<file path="config.mk">
export PLATFORM = sky130hd
export DESIGN_NAME = cfid_bank
export DESIGN_NICKNAME = d
export VERILOG_FILES = /design/src/cfid_pkg.sv /design/src/cfid_sync.sv /design/src/cfid_values.sv /design/src/cfid_bank.sv
export VERILOG_INCLUDE_DIRS = /design/src /design/src/src
export SDC_FILE = /design/constraint.sdc
export NUM_CORES = 1
export LEC_CHECK = 0
export ABC_CLOCK_PERIOD_IN_PS = 2410
export BUFFER_PORTS_ARGS = -buffer_cell sky130_fd_sc_hd__buf_2
export CORE_MARGIN = 2
export CORE_UTILIZATION = 30
export CTS_BUF_LIST = sky130_fd_sc_hd__clkbuf_4 sky130_fd_sc_hd__clkbuf_8
export DETAILED_ROUTE_END_ITERATION = 12
export GPL_TIMING_DRIVEN = 1
export PLACE_DENSITY = 0.46
export SLEW_MARGIN = 5
export SYNTH_ARGS = -nofsm -noshare
export SYNTH_HDL_FRONTEND = slang
export SYNTH_HIERARCHICAL = 1
export SYNTH_SLANG_ARGS = --single-unit
</file>
<file path="constraint.sdc">
create_clock -name pclk -period 2.41 [get_ports pclk]
set_input_delay 0.241 -clock pclk [delete_from_list [all_inputs] [get_ports pclk]]
set_output_delay 0.241 -clock pclk [all_outputs]
set_load 0.1 [all_outputs]
</file>
<file path="src/cfid_regs.svh">
/*
 * offsets, field positions, field values and reset values of the core
 * feature identification bank; included by the package, cfid_values, cfid_bank and the bench.
 * assumes 32-bit apb data with one aligned word per register.
 */
`ifndef CFID_REGS_SVH
`define CFID_REGS_SVH

// ----------------------------------------------------------------------
// byte offsets
// ----------------------------------------------------------------------
`define CFID_OFF_MMFR2_LO   12'h000
`define CFID_OFF_MMFR2_HI   12'h004
`define CFID_OFF_PFR0_LO    12'h008
`define CFID_OFF_PFR0_HI    12'h00c
`define CFID_OFF_PFR1_LO    12'h010
`define CFID_OFF_PFR1_HI    12'h014
`define CFID_OFF_AFR32      12'h018
`define CFID_OFF_DFR32      12'h01c
`define CFID_OFF_ISAR0      12'h020
`define CFID_OFF_CTRL       12'h024
`define CFID_OFF_STAT       12'h028

// ----------------------------------------------------------------------
// memory model feature 2 (64 bit)
// ----------------------------------------------------------------------
`define CFID_MM2_ATOM_LSB   32
`define CFID_MM2_ATOM_VAL   4'h1
`define CFID_MM2_VAR_LSB    16
`define CFID_MM2_VAR_VAL    4'h0
`define CFID_MM2_IEB_LSB    12
`define CFID_MM2_IEB_VAL    4'h1
`define CFID_MM2_LSO_LSB    8
`define CFID_MM2_LSO_VAL    4'h0
`define CFID_MM2_USRO_LSB   4
`define CFID_MM2_USRO_VAL   4'h1
`define CFID_MM2_CTB_LSB    0
`define CFID_MM2_CTB_VAL    4'h1

// ----------------------------------------------------------------------
// processor feature 0 and 1 (64 bit)
// ----------------------------------------------------------------------
`define CFID_PF0_FLS_LSB    60
`define CFID_PF0_FLS_RST    4'h1
`define CFID_PF0_BRI_LSB    56
`define CFID_PF0_BRI_RST    4'h1
`define CFID_PF0_REL_LSB    28
`define CFID_PF0_REL_VAL    4'h1
`define CFID_PF0_IRQ_LSB    24
`define CFID_PF0_IRQ_VAL    4'h1
`define CFID_PF0_VEC_LSB    20
`define CFID_PF0_FPU_LSB    16
`define CFID_PF0_VEC_VAL    4'h1
`define CFID_PF0_EL3_LSB    12
`define CFID_PF0_EL2_LSB    8
`define CFID_PF0_EL1_LSB    4
`define CFID_PF0_ELX_VAL    4'h1
`define CFID_PF0_EL0_LSB    0
`define CFID_PF0_EL0_VAL    4'h2
`define CFID_PF1_SBS_LSB    4
`define CFID_PF1_SBS_VAL    4'h1

// ----------------------------------------------------------------------
// debug feature and instruction attribute 0 (32 bit)
// ----------------------------------------------------------------------
`define CFID_DF_PMU_LSB     24
`define CFID_DF_PMU_VAL     4'h4
`define CFID_DF_MTR_LSB     16
`define CFID_DF_MTR_VAL     4'h1
`define CFID_DF_CTR_LSB     12
`define CFID_DF_CTR_VAL     4'h0
`define CFID_DF_CSD_LSB     4
`define CFID_DF_CDB_LSB     0
`define CFID_DF_DBG_VAL     4'h8
`define CFID_IS_DIV_LSB     24
`define CFID_IS_DIV_VAL     4'h2
`define CFID_IS_BKP_LSB     20
`define CFID_IS_CBR_LSB     12
`define CFID_IS_BFO_LSB     8
`define CFID_IS_BCN_LSB     4
`define CFID_IS_ONE_VAL     4'h1
`define CFID_IS_SWP_LSB     0
`define CFID_IS_SWP_VAL     4'h0

// ----------------------------------------------------------------------
// own control and status bits
// ----------------------------------------------------------------------
`define CFID_CTRL_HOLD_BIT  0
`define CFID_STAT_DIS_BIT   0
`define CFID_STAT_ROW_BIT   1
`define CFID_CTRL_RST       1'b0

`endif

</file>
<file path="src/cfid_pkg.sv">
/*
 * types of the core feature identification bank.
 * assumes cfid_regs.svh is on the include path.
 */
package cfid_pkg;
    `include "cfid_regs.svh"

    typedef enum logic [3:0] {
        CFID_R_MM2_LO = 4'h0,
        CFID_R_MM2_HI = 4'h1,
        CFID_R_PF0_LO = 4'h2,
        CFID_R_PF0_HI = 4'h3,
        CFID_R_PF1_LO = 4'h4,
        CFID_R_PF1_HI = 4'h5,
        CFID_R_AFR    = 4'h6,
        CFID_R_DFR    = 4'h7,
        CFID_R_ISAR   = 4'h8,
        CFID_R_CTRL   = 4'h9,
        CFID_R_STAT   = 4'ha,
        CFID_R_NONE   = 4'hf
    } cfid_reg_t;

    // every identification word as seen by software
    typedef struct packed {
        logic [63:0] memory_model_feature_2;
        logic [63:0] processor_feature_0;
        logic [63:0] processor_feature_1;
        logic [31:0] auxiliary_feature_32bit;
        logic [31:0] debug_feature_32bit;
        logic [31:0] instruction_set_attr_0;
    } cfid_words_t;

    // registered state of the top module, apart from the flip-flops of the synchroniser
    typedef struct packed {
        logic        pready;
        logic        pslverr;
        logic [31:0] prdata;
        logic        hold_en;
        logic        held_dis;
        logic        ro_write_seen;
    } cfid_state_t;
endpackage

</file>
<file path="src/cfid_sync.sv">
/*
 * two flip-flop synchroniser for one level from outside the pclk domain.
 * assumes the level is slow next to pclk; no pulse is guaranteed.
 */
`timescale 1ns/1ns
module cfid_sync
    import cfid_pkg::*;
(
    // clock and reset
    input  wire logic pclk,
    input  wire logic presetn,
    // level in and out
    input  wire logic async_in,
    output logic      sync_out
);
    typedef struct packed {
        logic meta;
        logic stable;
    } cfid_sync_t;

    cfid_sync_t st_r;
    cfid_sync_t st_nxt;

    always_comb
    begin
        st_nxt.meta   = async_in;
        st_nxt.stable = st_r.meta;
    end

    always_ff @(posedge pclk or negedge presetn)
    begin
        if (!presetn)
            st_r <= '0;
        else
            st_r <= st_nxt;
    end

    assign sync_out = st_r.stable;
endmodule

</file>
<file path="src/cfid_values.sv">
/*
 * builds every identification word from build options and the effective
 * interrupt interface disable level; purely combinational.
 * assumes irq_dis is already in the pclk domain.
 */
`timescale 1ns/1ns
`include "cfid_regs.svh"
module cfid_values
    import cfid_pkg::*;
#(
    parameter bit ECC_PRESENT    = 1'b1,
    parameter bit IRQ_IF_PRESENT = 1'b1,
    parameter bit HAS_32BIT      = 1'b1
)
(
    // effective disable level
    input  wire logic  irq_dis,
    // identification words
    output cfid_words_t words
);
    always_comb
    begin
        words = '0;  // reserved fields stay zero
        words.memory_model_feature_2[`CFID_MM2_ATOM_LSB +: 4] = `CFID_MM2_ATOM_VAL;
        words.memory_model_feature_2[`CFID_MM2_VAR_LSB +: 4]  = `CFID_MM2_VAR_VAL;
        words.memory_model_feature_2[`CFID_MM2_IEB_LSB +: 4]  = `CFID_MM2_IEB_VAL;
        words.memory_model_feature_2[`CFID_MM2_LSO_LSB +: 4]  = `CFID_MM2_LSO_VAL;
        words.memory_model_feature_2[`CFID_MM2_USRO_LSB +: 4] = `CFID_MM2_USRO_VAL;
        words.memory_model_feature_2[`CFID_MM2_CTB_LSB +: 4]  = `CFID_MM2_CTB_VAL;
        words.processor_feature_0[`CFID_PF0_FLS_LSB +: 4] = `CFID_PF0_FLS_RST;
        words.processor_feature_0[`CFID_PF0_BRI_LSB +: 4] = `CFID_PF0_BRI_RST;
        if (ECC_PRESENT)
            words.processor_feature_0[`CFID_PF0_REL_LSB +: 4] = `CFID_PF0_REL_VAL;
        if (IRQ_IF_PRESENT && !irq_dis)
            words.processor_feature_0[`CFID_PF0_IRQ_LSB +: 4] = `CFID_PF0_IRQ_VAL;
        words.processor_feature_0[`CFID_PF0_VEC_LSB +: 4] = `CFID_PF0_VEC_VAL;
        words.processor_feature_0[`CFID_PF0_FPU_LSB +: 4] = `CFID_PF0_VEC_VAL;
        words.processor_feature_0[`CFID_PF0_EL3_LSB +: 4] = `CFID_PF0_ELX_VAL;
        words.processor_feature_0[`CFID_PF0_EL2_LSB +: 4] = `CFID_PF0_ELX_VAL;
        words.processor_feature_0[`CFID_PF0_EL1_LSB +: 4] = `CFID_PF0_ELX_VAL;
        words.processor_feature_0[`CFID_PF0_EL0_LSB +: 4] = `CFID_PF0_EL0_VAL;
        words.processor_feature_1[`CFID_PF1_SBS_LSB +: 4] = `CFID_PF1_SBS_VAL;
        // auxiliary word stays all zero
        words.debug_feature_32bit[`CFID_DF_PMU_LSB +: 4] = `CFID_DF_PMU_VAL;
        words.debug_feature_32bit[`CFID_DF_MTR_LSB +: 4] = `CFID_DF_MTR_VAL;
        words.debug_feature_32bit[`CFID_DF_CTR_LSB +: 4] = `CFID_DF_CTR_VAL;
        words.debug_feature_32bit[`CFID_DF_CSD_LSB +: 4] = `CFID_DF_DBG_VAL;
        words.debug_feature_32bit[`CFID_DF_CDB_LSB +: 4] = `CFID_DF_DBG_VAL;
        // without the 32-bit state the word has no meaning; zero is returned
        if (HAS_32BIT)
        begin
            words.instruction_set_attr_0[`CFID_IS_DIV_LSB +: 4] = `CFID_IS_DIV_VAL;
            words.instruction_set_attr_0[`CFID_IS_BKP_LSB +: 4] = `CFID_IS_ONE_VAL;
            words.instruction_set_attr_0[`CFID_IS_CBR_LSB +: 4] = `CFID_IS_ONE_VAL;
            words.instruction_set_attr_0[`CFID_IS_BFO_LSB +: 4] = `CFID_IS_ONE_VAL;
            words.instruction_set_attr_0[`CFID_IS_BCN_LSB +: 4] = `CFID_IS_ONE_VAL;
            words.instruction_set_attr_0[`CFID_IS_SWP_LSB +: 4] = `CFID_IS_SWP_VAL;
        end
    end
endmodule

</file>
<file path="src/cfid_bank.sv">
/*
 * core feature identification register bank behind an apb slave.
 * assumes an apb master on pclk; irq_cpu_if_disable_input is an
 * asynchronous pin and is synchronised here.
 */
// What this block does
// memory model 2 is read-only; atomicity field [35:32] reads one.
// virtual range field [19:16] of memory model 2 reads zero.
// implicit error barrier field [15:12] of memory model 2 reads one.
// multi load/store ordering field [11:8] of memory model 2 reads zero.
// user access override field [7:4] of memory model 2 reads one.
// common translation field [3:0] of memory model 2 reads one.
// faulting load safety field [63:60] of feature 0 resets to one.
// branch isolation field [59:56] of feature 0 resets to one.
// reliability field [31:28] reads one with error correction, else zero.
// interrupt interface field [27:24] reads one only if present and enabled.
// vector [23:20] and floating-point [19:16] fields of feature 0 read one.
// exception level 3, 2 and 1 fields of feature 0 read one.
// exception level 0 field [3:0] of feature 0 reads two.
// store bypass safe field [7:4] of feature 1 reads one.
// auxiliary 32-bit feature word is read-only and all reserved.
// performance monitor field [27:24] of debug word reads four.
// debug word reports mapped trace [19:16], no coprocessor trace [15:12].
// both coprocessor debug fields of the debug word read eight.
// divide field [27:24] of attribute 0 reads two.
// breakpoint, compare-branch, bit-field and bit-count fields read one.
// swap field [3:0] of attribute 0 reads zero.
// without the 32-bit state attribute 0 has no meaning and reads zero.
// reserved fields read zero; writes leave identification words unchanged.
`timescale 1ns/1ns
`include "cfid_regs.svh"
module cfid_bank
    import cfid_pkg::*;
#(
    parameter bit ECC_PRESENT    = 1'b1,
    parameter bit IRQ_IF_PRESENT = 1'b1,
    parameter bit HAS_32BIT      = 1'b1
)
(
    // clock and reset
    input  wire logic        pclk,
    input  wire logic        presetn,
    // apb slave
    input  wire logic        psel,
    input  wire logic        penable,
    input  wire logic        pwrite,
    input  wire logic [11:0] paddr,
    input  wire logic [31:0] pwdata,
    input  wire logic [3:0]  pstrb,
    output logic [31:0]      prdata,
    output logic             pready,
    output logic             pslverr,
    // core interface pin
    input  wire logic        irq_cpu_if_disable_input
);
    // ------------------------------------------------------------------
    // decode
    // ------------------------------------------------------------------
    function automatic cfid_reg_t cfid_decode(input logic [11:0] addr);
        case (addr)
            `CFID_OFF_MMFR2_LO: cfid_decode = CFID_R_MM2_LO;
            `CFID_OFF_MMFR2_HI: cfid_decode = CFID_R_MM2_HI;
            `CFID_OFF_PFR0_LO:  cfid_decode = CFID_R_PF0_LO;
            `CFID_OFF_PFR0_HI:  cfid_decode = CFID_R_PF0_HI;
            `CFID_OFF_PFR1_LO:  cfid_decode = CFID_R_PF1_LO;
            `CFID_OFF_PFR1_HI:  cfid_decode = CFID_R_PF1_HI;
            `CFID_OFF_AFR32:    cfid_decode = CFID_R_AFR;
            `CFID_OFF_DFR32:    cfid_decode = CFID_R_DFR;
            `CFID_OFF_ISAR0:    cfid_decode = CFID_R_ISAR;
            `CFID_OFF_CTRL:     cfid_decode = CFID_R_CTRL;
            `CFID_OFF_STAT:     cfid_decode = CFID_R_STAT;
            default:            cfid_decode = CFID_R_NONE;
        endcase
    endfunction

    // ------------------------------------------------------------------
    // disable pin and identification words
    // ------------------------------------------------------------------
    cfid_state_t st_r;
    cfid_state_t st_nxt;
    cfid_words_t words;
    logic        dis_sync;
    logic        eff_dis;

    cfid_sync u_sync
    (
        .pclk     (pclk),
        .presetn  (presetn),
        .async_in (irq_cpu_if_disable_input),
        .sync_out (dis_sync)
    );

    // hold lets software freeze the reported interrupt interface state
    assign eff_dis = st_r.hold_en ? st_r.held_dis : dis_sync;

    cfid_values #(
        .ECC_PRESENT    (ECC_PRESENT),
        .IRQ_IF_PRESENT (IRQ_IF_PRESENT),
        .HAS_32BIT      (HAS_32BIT)
    ) u_values
    (
        .irq_dis (eff_dis),
        .words   (words)
    );

    // ------------------------------------------------------------------
    // apb access
    // ------------------------------------------------------------------
    logic      setup;
    logic      wr_done;
    cfid_reg_t sel_reg;
    logic      id_reg;

    assign setup   = psel && !penable;
    assign wr_done = psel && penable && st_r.pready && pwrite;
    assign sel_reg = cfid_decode(paddr);
    assign id_reg  = (sel_reg != CFID_R_NONE) && (sel_reg != CFID_R_CTRL)
                     && (sel_reg != CFID_R_STAT);

    always_comb
    begin
        st_nxt        = st_r;
        // zero wait states: ready rises for the access phase only
        st_nxt.pready = setup;
        if (!st_r.hold_en)
            st_nxt.held_dis = dis_sync;
        if (setup)
        begin
            st_nxt.pslverr = (sel_reg == CFID_R_NONE);
            st_nxt.prdata  = '0;
            if (!pwrite)
            begin
                case (sel_reg)
                    CFID_R_MM2_LO: st_nxt.prdata = words.memory_model_feature_2[31:0];
                    CFID_R_MM2_HI: st_nxt.prdata = words.memory_model_feature_2[63:32];
                    CFID_R_PF0_LO: st_nxt.prdata = words.processor_feature_0[31:0];
                    CFID_R_PF0_HI: st_nxt.prdata = words.processor_feature_0[63:32];
                    CFID_R_PF1_LO: st_nxt.prdata = words.processor_feature_1[31:0];
                    CFID_R_PF1_HI: st_nxt.prdata = words.processor_feature_1[63:32];
                    CFID_R_AFR:    st_nxt.prdata = words.auxiliary_feature_32bit;
                    CFID_R_DFR:    st_nxt.prdata = words.debug_feature_32bit;
                    CFID_R_ISAR:   st_nxt.prdata = words.instruction_set_attr_0;
                    CFID_R_CTRL:   st_nxt.prdata[`CFID_CTRL_HOLD_BIT] = st_r.hold_en;
                    CFID_R_STAT:
                    begin
                        st_nxt.prdata[`CFID_STAT_DIS_BIT] = dis_sync;
                        st_nxt.prdata[`CFID_STAT_ROW_BIT] = st_r.ro_write_seen;
                    end
                    default:       st_nxt.prdata = '0;
                endcase
            end
        end
        else
        begin
            st_nxt.pslverr = 1'b0;
        end
        if (wr_done && pstrb[0] && sel_reg == CFID_R_CTRL)
            st_nxt.hold_en = pwdata[`CFID_CTRL_HOLD_BIT];
        // a fresh write attempt beats a clear in the same cycle
        if (wr_done && pstrb[0] && sel_reg == CFID_R_STAT && pwdata[`CFID_STAT_ROW_BIT])
            st_nxt.ro_write_seen = 1'b0;
        if (wr_done && id_reg)
            st_nxt.ro_write_seen = 1'b1;  // contents untouched, only noted
    end

    always_ff @(posedge pclk or negedge presetn)
    begin
        if (!presetn)
        begin
            st_r         <= '0;
            st_r.hold_en <= `CFID_CTRL_RST;
        end
        else
        begin
            st_r <= st_nxt;
        end
    end

    assign prdata  = st_r.prdata;
    assign pready  = st_r.pready;
    assign pslverr = st_r.pslverr;

    logic rd_setup;
    assign rd_setup = setup && !pwrite;
endmodule

</file>
# [Word level (Yosys, flattened, before mapping)]
# Index checks and enable logic that the tools add are counted.
[totals] ff_bits=39 input_bits=54 output_inout_bits=34 word_cells=56
[classes] eq_ne=22 muxes=10 reduce_logical=16
[op_table] cell="27-bit case mux with 6 select lines" n=1
[op_table] cell="12-bit by 5-bit equality test with 1-bit output (second input constant)" n=4
[op_table] cell="4-bit case mux with 11 select lines" n=1
[op_table] cell="12-bit by 6-bit equality test with 1-bit output (second input constant)" n=3
[op_table] cell="32-bit two-way mux" n=1
[op_table] cell="12-bit by 4-bit equality test with 1-bit output (second input constant)" n=2
[op_table] cell="4-bit equality test (second input constant)" n=4
[op_table] cell="12-bit by 3-bit equality test with 1-bit output (second input constant)" n=1
[op_table] cell="12-bit logical NOT" n=1
[op_table] cell="4-bit != test (second input constant)" n=3
[op_table] cell="1-bit logical AND" n=11
[op_table] cell="4-bit by 2-bit equality test with 1-bit output (second input constant)" n=2
[op_table] cell="4-bit by 3-bit equality test with 1-bit output (second input constant)" n=2
[op_table] cell="1-bit two-way mux" n=5
[op_table] cell="4-bit by 1-bit equality test with 1-bit output (second input constant)" n=1
[op_table] cell="4-bit logical NOT" n=1
[op_table] cell="1-bit case mux with 3 select lines" n=1
[op_table] cell="1-bit case mux with 2 select lines" n=1
[op_table] cell="2-bit nonzero test" n=1
[op_table] cell="2-bit OR reduction" n=1
[op_table] cell="1-bit logical NOT" n=1

# [Longest topological paths before layout]
# Gate-level depths: netlist (run 1).
[depth] depth_word=8 depth_mapped=9 depth_no_buf=6

# [By module]
# Netlist (run 1), hierarchy kept.
[modules_own_cells] mod="cfid_bank" instances=1 cells_per_inst=454 area_each_um2=4097.7 seq_area_each_um2=925.9
[modules_own_cells] mod="cfid_values" instances=1 cells_per_inst=290 area_each_um2=2165.8 seq_area_each_um2=0.0
[modules_own_cells] mod="cfid_sync" instances=1 cells_per_inst=2 area_each_um2=50.0 seq_area_each_um2=50.0

# [Worst setup path after synthesis (run 1)]
# OpenSTA, ideal clock, no wires.
[synth_path] path_type="reg2reg" startpoint="register st_r, in the netlist pready" endpoint="register st_r[2] (netlist bit)" setup_time_ps=127 t_arrival_ps=1697 required_ps=2283 slack_ps=586 path_stages_with_launch=5 n_path_buf=0 period_less_slack_ps=1824 path_cell_list="dfrtp_1 and4_1 and2_1 nand3_1 mux2_1"
[synth_via] elab_chain_len=4
[synth_lines] element="start: declaration" line="cfid_bank.sv:79" text="cfid_state_t st_r;"
[synth_lines] element="start signal: assignment" line="cfid_bank.sv:175" text="st_r <= st_nxt;"
[synth_lines] element="1-bit logical AND (2 in series)" line="cfid_bank.sv:115" text="assign wr_done = psel && penable && st_r.pready && pwrite;"
[synth_lines] element="1-bit logical AND (2 in series)" line="cfid_bank.sv:157" text="if (wr_done && pstrb[0] && sel_reg == CFID_R_CTRL)"
# No other way between the ends.
# A chain may end at the register's enable or synchronous reset.

# [Worst setup path in the final report (run 1)]
[layout_path] startpoint="input paddr[7]" endpoint="register st_r[2] (netlist bit)"
[layout_via] elab_chain_len=4 elab_cells_between_ends=14 cone_classes="eq/ne: 11; mux: 1; reduce/logical: 2"
[layout_lines] element="start: declaration" line="cfid_bank.sv:47" text="input wire logic [11:0] paddr,"
[layout_lines] element="12-bit by 6-bit equality test with 1-bit output (tied with other cells)" line="cfid_bank.sv:60" text="case (addr)"
[layout_lines] element="4-bit case mux with 11 select lines *" line="cfid_bank.sv:60"
[layout_lines] element="4-bit equality test *" line="cfid_bank.sv:157"
[layout_lines] element="1-bit logical AND *" line="cfid_bank.sv:157"
# Mark *: on every way between the ends. The rest lies on a longest branch, timed or not.

==> flow_summary.toml, run 1 <==
[run_status]
status = "finished, final reports clean"

[yosys]
synth.avg_cell_area_um2 = 8.46
ys_seq_elements = 39
yosys.area.top_type_share_pct = 38.3
ys_async_sr_fraction_pct = 100
yosysTopAreaCell = "buf_4"
ys_top_cells_by_count = "322 x buf_4, 88 x mux2i_1, 39 x dfrtp_1"
yosys-top-cells-area = "buf_4 38%, dfrtp_1 15%, mux2i_1 14%"
ys_types = 45
yosysSeqAreaShare_pct = 15.5
synth_edf_count = 0
syn-cell-area_um2 = 6310
yosysMostFrequentCell = "buf_4"
synth_flop_cell = "dfrtp_1"
yosys_warnings = 6
synth_cells = 746

[die]
start_util_pct = 30.3
core-area_um2 = 20800
die_w_um = 149
rows = 53
ios = 88
dieHeight_um = 149
die_area_um2 = 22200

[sta]
rsz0062_at_grt = "false"
slew-limit-headroom_pct = 38.2
hold_slack_ps = 55.2
fin_ws_ps = 789
setup_viol = 0
fin_crit_ps = 1620
tns_ps = 0
tightest_slew_ps = 928
timing.fmax_mhz = 617
finalClockSkew_ps = 8.46
drv_slew = 0
hold_viol = 0
fin_crit_sh_pct = 67.3

[layout]
drive_above_1_share_pct = 14.4
fill_cells = 2310
area_growth_pct = -9.45
diodes = 0
instances_no_fill = 1027
final_nets = 805

[placed_design]
gp_congestion = 0.739
dp_hpwl_um = 8230
port_buffers = 54
preCtsSetupSlack_ps = 469
dp.cells = 1018

[grt]
grt_pass1_wl_um = 19500
grt_pass1_vias = 3632
grt_overflow_total = 0
grt_start_max_net_pins = 40
gr-usage-all-layers_pct = 11.2
antenna_found_initial = 0

[drt]
final_antenna_net_count = 0
wl_um = 11900
viasPerCell = 3.74
wl_met1_um = 5680
dr.pass1.iters = 4
drc = 0
highest_layer = "met4"
wl_per_cell_um = 11.6
wl_met3_um = 352
vias = 3845
route.met2.wl_um = 5740
drt_iter0_markers = 118

[flow_run]
drv_cap = 0

[power]
ir_drop_mv = 0.186
powerDensity_nw_per_um2 = 307
p_leak_uw = 0.00286

[critical_path]
worstPathArrival_ps = 1820
critPathKind = "in2reg"
critical_path_required_ps = 2610
crit_path_end_kind = "register"
ff2ff_path_depth = 6
start_kind = "input pin"
critPathMaxFanout = 6

[clock_tree]
clk_latency_ps = 320
clock-sinks = 39
cts.clk_slew.worst_paths_ps = 90
clk_path_buf_depth = 2
h-tree-depth = 2
cts_root_buf = "clkbuf_8"
cts_tree = "built"
cts_buffers = 5
cts_resized = 0

[min_path]
hold_path.class = "in2async"
==> metal layers <==
metal | vias to the layer above | global-route usage [%]
met5 | - | 0
met4 | 0 | 2.76
met3 | 7 | 2.05
met2 | 35 | 19.6
met1 | 1728 | 14.1
li1 | 2075 | -
==> critical path: stages <==
cell and delay [ps]:
buf_2 110, nor4_4 440, nand3_2 240, nor3b_2 310
nand3_1 150, mux2_1 330
==> final cells by class <==
type | instances | area (um^2) | area share [%]
multi-input combinational | 624 | 3770 | 65.9
sequential | 39 | 976 | 17.1
timing repair buffer | 79 | 485 | 8.49
tap | 275 | 344 | 6.02
clock buffer | 6 | 76.3 | 1.34
clock inverter | 2 | 60.1 | 1.05
inverter | 2 | 7.51 | 0.131
==> sequential cells by signal (all words and copies together) (netlist names) <==
| register | count |
|---|---|
| u_sync/st_nxt | 1 |
| st_r | 3 |
| pready | 1 |
| prdata | 32 |
| pslverr | 1 |
| u_sync/sync_out | 1 |
==> report_power, final <==
| group | total (uW) | switching, uW | internal [uW] | leakage [uW] |
|---|---|---|---|---|
| clock network | 697 | 271 | 426 | 0.0000688 |
| registers | 659 | 1.32 | 658 | 0.000536 |
| logic | 398 | 246 | 152 | 0.00225 |
| total | 1750 | 518 | 1240 | 0.00286 |
==> through the flow <==
step	total power [uW]	utilization, %	area (um^2)
finish	1750	27.5	5720
global route	1870	27.5	5720
CTS	1780	27.5	5720
detailed placement	1060	26.8	5570
global placement	1060	26.8	5570
floorplan	1310	-	7380
==> timing repair <==
action / 4_1_cts / 5_1_grt
hold buffers: 1 / 0
endpoints found under the hold margin: 1 / 0
buffers inserted: 0 / 0
==> cell families after synthesis <==
kind of cell | count (synthesis) | synth area share (%)
and+or+nand+nor | 72 | 6.22
other | 2 | 0.119
AOI/OAI and AO/OA | 173 | 21.3
muxes | 92 | 14.8
buffers and inverters | 368 | 42.0
DFF | 39 | 15.5
==> final timing paths <==
| path | startpoint | to | slack [ps] |
|---|---|---|---|
| setup / recovery | paddr[7] | st_r[2]$_DFFE_PN0P_ | 790 |
| hold / removal | presetn | u_sync/st_nxt[0]$_DFF_PN0_ | 60 |
| setup reg to reg | st_r[2]$_DFFE_PN0P_ | prdata[24]$_DFFE_PN0P_ | 950 |
| hold reg to reg | u_sync/st_nxt[0]$_DFF_PN0_ | u_sync/sync_out$_DFF_PN0_ | 370 |
| max in group asynchronous | presetn | prdata[13]$_DFFE_PN0P_ | 1770 |
| min in group pclk | pwdata[0] | st_r[2]$_DFFE_PN0P_ | 150 |
==> layout by cell type, fill, tap and decap left out, types with 2 or more instances in the layout <==
| master | instances |
|---|---|
| bufinv_16 | 2 |
| o21ai_0 | 5 |
| o2bb2ai_1 | 29 |
| nand2_1 | 34 |
| nor4_1 | 2 |
| nand3_1 | 6 |
| a221oi_1 | 22 |
| a221oi_2 | 10 |
| mux2i_1 | 88 |
| buf_12 | 2 |
| o22ai_1 | 29 |
| clkbuf_8 | 5 |
| nor2_1 | 8 |
| nor2b_1 | 3 |
| conb_1 | 287 |
| mux2_2 | 2 |
| o21ai_1 | 30 |
| nor4_4 | 2 |
| and2_1 | 4 |
| buf_2 | 54 |
| nand4_1 | 2 |
| a21oi_1 | 4 |
| dfrtp_1 | 39 |
| a22oi_1 | 5 |
| a22o_1 | 32 |
| a32oi_1 | 2 |
| inv_1 | 2 |
| buf_4 | 22 |
No activity file was read; power rests on OpenSTA's default activity.
==> run 2, diff against run 1 <==
--- a/config.mk
+++ b/config.mk
@@ -6,7 +6,7 @@
 export SDC_FILE = /design/constraint.sdc
 export NUM_CORES = 1
 export LEC_CHECK = 0
-export ABC_CLOCK_PERIOD_IN_PS = 2410
+export ABC_CLOCK_PERIOD_IN_PS = 1600
 export BUFFER_PORTS_ARGS = -buffer_cell sky130_fd_sc_hd__buf_2
 export CORE_MARGIN = 2
 export CORE_UTILIZATION = 30
==> constraint.sdc (replaced) <==
create_clock -name pclk -period 1.6 [get_ports pclk]
set_input_delay 0.16 -clock pclk [delete_from_list [all_inputs] [get_ports pclk]]
set_output_delay 0.16 -clock pclk [all_outputs]
set_load 0.1 [all_outputs]
==> run 2 against run 1 <==
- die area unchanged
- highest routed layer unchanged
- clock skew decreased by 4.3 ps
- hold slack improved by 16 ps
- largest cell class unchanged
- critical path type is now reg2reg
==> flow_summary.toml, run 2 (synthesis results as in run 1) <==
[die]
start_util_pct = 30.3
die_area_um2 = 22200
core-area_um2 = 20800
rows = 53
dieHeight_um = 149
ios = 88
die_w_um = 149

[power]
switching_share_pct = 33.6
powerDensity_nw_per_um2 = 400
p_leak_uw = 0.00298
ir_drop_mv = 0.290
power_frac_comb_pct = 26.7
p_switching_uw = 791
intPower_uw = 1560
clockPowerShare_pct = 31.1
p_seq_share_pct = 42.2
power_uw = 2360

[run_status]
status = "finished, final reports clean"

[grt]
grt_overflow_total = 0
antenna_found_initial = 0
grt_pass1_wl_um = 20000
grt_start_max_net_pins = 37
gr-usage-all-layers_pct = 11.5
grt_pass1_vias = 3737

[layout]
fill_cells = 2280
final_common_cell = "conb_1"
final_nets = 833
regArea_um2 = 977
multi_input_comb_area_um2 = 3770
area_growth_pct = -6.62
layout_common_cells = "287 x conb_1, 88 x mux2i_1, 54 x buf_2"
fin_util_pct = 28.3
diodes = 0
drive_above_1_share_pct = 17.4
largest_reg_flops = 32
finalInstanceArea_um2 = 5900

[drt]
drt_iter0_markers = 171
final_antenna_net_count = 0
viasPerCell = 3.75
dr.pass1.iters = 4
wl_per_cell_um = 11.7
drc = 0
wl_um = 12400
vias = 3953

[critical_path]
critPathKind = "reg2reg"
crit_chain = "mux2_2, inv_1, mux2i_1, o22ai_1, a221oi_1, o21ai_1"
crit_path_end_kind = "register"
critPathMaxFanout = 3
critical_path_required_ps = 1800
crit_family = "compound AO/OA/AOI/OAI gates"
crit_slowest_cell = "dfrtp_1"
worst-path-buf-inv = 1
worstPathArrival_ps = 1570
start_kind = "register"
max_stage_delay_ps = 410

[sta]
rsz0062_at_grt = "false"
fin_crit_ps = 1370
fin_crit_sh_pct = 85.9
setup_viol = 0
timing.fmax_mhz = 728
finalClockSkew_ps = 4.14
hold_viol = 0
tns_ps = 0
fin_ws_ps = 225
drv_slew = 0

[clock_tree]
cts_buffers = 5
clk_latency_ps = 310
cts-hold-fix-buffers = 2
cts.clk_slew.worst_paths_ps = 90
clk_path_buf_depth = 2
cts_tree = "built"
clock-sinks = 39
cts_resized = 0
cts_setup_buffers = 0
cts_root_buf = "clkbuf_8"
h-tree-depth = 2

[min_path]
hold_path.class = "in2reg"

[placed_design]
preCtsSetupSlack_ps = -73.4
placed_area_um2 = 5790
dp_hpwl_um = 9110
port_buffers = 54
gp_congestion = 0.720

[flow_run]
drv_cap = 0
run 2: worst paths after layout:
path	start	endpoint	slack [ps]	cells past startpoint
setup / recovery	st_r[2]$_DFFE_PN0P_	prdata[24]$_DFFE_PN0P_	230	6
hold / removal	pwdata[0]	st_r[2]$_DFFE_PN0P_	70	2
setup reg to reg	st_r[2]$_DFFE_PN0P_	prdata[24]$_DFFE_PN0P_	230	6
hold reg to reg	u_sync/st_nxt[0]$_DFF_PN0_	u_sync/sync_out$_DFF_PN0_	350	0
max in group asynchronous	presetn	u_sync/st_nxt[0]$_DFF_PN0_	690	3
min in group asynchronous	presetn	prdata[26]$_DFFE_PN0P_	310	2
run 2: cell type report:
class | instances | share of cell area (%)
clock inverters | 2 | 0.212
multi-input cells | 624 | 63.9
inverters | 2 | 0.127
flip-flops and latches | 39 | 16.6
repair buffers | 107 | 12.1
clock buffers | 6 | 1.29
well taps | 275 | 5.84
run 2: per-layer routing:
metal  vias up  global-route usage (%)  share of wire (%)  wire, um
met4         0                    2.52               0.87       108
li1       2125                       -                  -         -
met2        39                    20.4                 49      6020
met5         -                       0                  0         0
met1      1783                    14.9                 48      5950
met3         6                    1.44                2.3       286
run 2: worst register-to-register path, cell delays in order (launching register included):
cell      delay (ps)
dfrtp_1          410
mux2_2           240
inv_1             40
mux2i_1          130
o22ai_1          100
a221oi_1         250
o21ai_1          100
run 2: through the flow:
stage               hold slack (ps)  cells
floorplan                      -136   1031
global placement                110   1045
finish                         71.3   1055
global route                   80.4   1055
detailed placement              114   1045
CTS                            64.0   1055
run 2: power groups by stage:
stage          Sequential [uW]  Combinational [uW]  Clock [uW]
5_1_grt                    994                 722         822
6_report                   993                 630         733
3_5_place_dp              1010                 609           0
4_1_cts                    994                 613         791
3_3_place_gp              1010                 608           0
2_1_floorplan             1030                 942           0
==> run 3, diff against run 2 <==
--- a/config.mk
+++ b/config.mk
@@ -13,9 +13,8 @@
 export CTS_BUF_LIST = sky130_fd_sc_hd__clkbuf_4 sky130_fd_sc_hd__clkbuf_8
 export DETAILED_ROUTE_END_ITERATION = 12
 export GPL_TIMING_DRIVEN = 1
-export PLACE_DENSITY = 0.46
+export PLACE_DENSITY = 0.64
 export SLEW_MARGIN = 5
 export SYNTH_ARGS = -nofsm -noshare
 export SYNTH_HDL_FRONTEND = slang
-export SYNTH_HIERARCHICAL = 1
 export SYNTH_SLANG_ARGS = --single-unit
==> run 3 against run 2 <==
- design area fell by 80%
- cell count fell by 83%
- synthesized cell count fell by 85%
- first-iteration DRC count fell by 87%
- sequential cell count fell by 22
- register-to-register slack improved by 220 ps
- highest routed layer unchanged
- total power fell by 58%
- fmax rose by 8.3%
- critical path type is now reg2out
- setup slack improved by 110 ps
- critical path depth fell by 5
==> flow_summary.toml, run 3 <==
[critical_path]
critPathKind = "reg2out"
crit_slowest_cell = "buf_2"
ff2ff_path_depth = 3
crit_family = "buffers and inverters"
worst-path-buf-inv = 1
crit_chain = "buf_2"
critical_path_required_ps = 1440
crit_path_end_kind = "output pin"
worstPathArrival_ps = 1110
ff2ff_setup_slack_ps = 450
start_kind = "register"
max_stage_delay_ps = 440
r2r-end = "st_r[2]$_DFFE_PN0P_"
rr_startpoint = "pready$_DFF_PN0_"
critPathMaxFanout = 4

[sta]
hold_viol = 0
finalClockSkew_ps = 0.746
hold_slack_ps = 102
rsz0062_at_grt = "false"
drv_slew = 0
fin_crit_sh_pct = 79.3
timing.fmax_mhz = 788
tns_ps = 0
setup_viol = 0
fin_crit_ps = 1270

[drt]
drc = 0
route.met2.wl_um = 938
viasPerCell = 4.22
vias = 777
drt_iter0_markers = 23
highest_layer = "met4"
wl_met1_um = 747
dr.pass1.iters = 4
wl_um = 1900
wl_per_cell_um = 10.3
final_antenna_net_count = 0
wl_met3_um = 199

[grt]
grt_pass1_wl_um = 3220
grt_start_max_net_pins = 18
antenna_found_initial = 0
grt_pass1_vias = 732
grt_overflow_total = 0
gr-usage-all-layers_pct = 10.3

[clock_tree]
clk_path_buf_depth = 2
cts_root_buf = "clkbuf_4"
cts.clk_slew.worst_paths_ps = 90
h-tree-depth = 1
clk_latency_ps = 280
cts_tree = "built"
cts_buffers = 3
clock-sinks = 17

[power]
p_leak_uw = 0.000670
power_uw = 986
ir_drop_mv = 0.417
powerDensity_nw_per_um2 = 831

[layout]
largest_reg_flops = 10
area_growth_pct = 11.8
layout_common_cells = "35 x buf_2, 19 x conb_1, 16 x dfrtp_1"
regArea_um2 = 427
diodes = 0
drive_above_1_share_pct = 39.1
instances_no_fill = 184
final_nets = 193
fin_util_pct = 35.3
final_common_cell = "buf_2"
multi_input_comb_area_um2 = 433
fill_cells = 375

[yosys]
yosys_warnings = 0
yosys-top-cells-area = "dfrtp_1 40%, buf_4 23%, nand2_1 4.2%"
ys_async_sr_fraction_pct = 100
yosys.area.top_type_share_pct = 40.0
synth_flop_cell = "dfrtp_1"
ys_types = 34
ys_seq_elements = 17
synth_cells = 111
yosysMostFrequentCell = "buf_4"
ys_top_cells_by_count = "32 x buf_4, 17 x dfrtp_1, 12 x nand2_1"
syn-cell-area_um2 = 1060
synth.avg_cell_area_um2 = 9.57
synth_edf_count = 0
yosysTopAreaCell = "dfrtp_1"
yosysSeqAreaShare_pct = 40.0

[min_path]
min_from = "pwdata[0]"
hold_depth = 2
hold_path_end = "st_r[2]$_DFFE_PN0P_"
hold_path.class = "in2reg"

[die]
die_area_um2 = 4030
ios = 88
start_util_pct = 31.6
core-area_um2 = 3360
rows = 21
dieHeight_um = 63.5
die_w_um = 63.5

[placed_design]
gp_congestion = 0.767
dp_hpwl_um = 1570
port_buffers = 35
dp.cells = 178

[flow_run]
drv_cap = 0

[run_status]
status = "finished, final reports clean"
## run 3: changes by cell type in the layout (fill, tap and decap cells not counted), sizes merged, moves of 5 or more
cell,before,now
a221oi,32,0
a22o,32,0
a22oi,5,0
buf,105,39
conb,287,19
dfrtp,39,17
mux2i,88,0
nand2,34,12
nor2,9,4
o21ai,35,7
o22ai,29,2
o2bb2ai,29,0
## run 3: how the worst max path moves through the flow
stage / from / end / slack (ps) / cells after the start
after floorplan: pready$_DFF_PN0_ / st_r[2]$_DFFE_PN0P_ / 100 / 3
after global placement: paddr[11] / st_r[2]$_DFFE_PN0P_ / 60 / 5
after detailed placement: paddr[11] / st_r[2]$_DFFE_PN0P_ / 60 / 5
after CTS: prdata[26]$_DFFE_PN0P_ / prdata[26] / 300 / 1
after global routing: prdata[26]$_DFFE_PN0P_ / prdata[3] / 270 / 1
final: prdata[26]$_DFFE_PN0P_ / prdata[26] / 330 / 1
## run 3: timing repair
action	in CTS	in global routing
setup buffers	0	0
hold buffers	2	0
resized for setup	0	0
endpoints found under the hold margin	18	0
## run 3: logic make-up after synthesis
kind of cell | count (synthesis) | share of synthesized area, %
and+or+nand+nor | 29 | 16.8
other | 1 | 0.353
DFF | 17 | 40.0
muxes | 2 | 2.47
buffers and inverters | 40 | 25.6
xor gates and xnor gates | 2 | 1.65
adders and majority gates | 1 | 0.942
AOI/OAI and AO/OA | 19 | 12.1
## run 3: metrics by stage
stage	setup slack, ps	instance area, um^2
after floorplan	103	1130
after global placement	57.7	1140
after detailed placement	57.2	1140
after CTS	304	1190
after global routing	273	1190
final	331	1190
## run 3: area by class of cell
class / instances / area share (%)
multi-input cells: 72 / 36.5
flip-flops and latches: 17 / 35.9
inverters: 4 / 1.26
repair buffers: 41 / 19.0
well taps: 46 / 4.85
clock buffers: 4 / 2.53
## run 3: report_power, final
group | switching, uW | internal (uW)
sequential | 2.27 | 436
combinational | 266 | 44.7
clock | 124 | 114
## run 3: layer usage
layer / up-vias / track usage [%]
li1: 381 / -
met1: 356 / 10.6
met2: 38 / 18.0
met3: 2 / 5.18
met4: 0 / 3.26
met5: - / 0
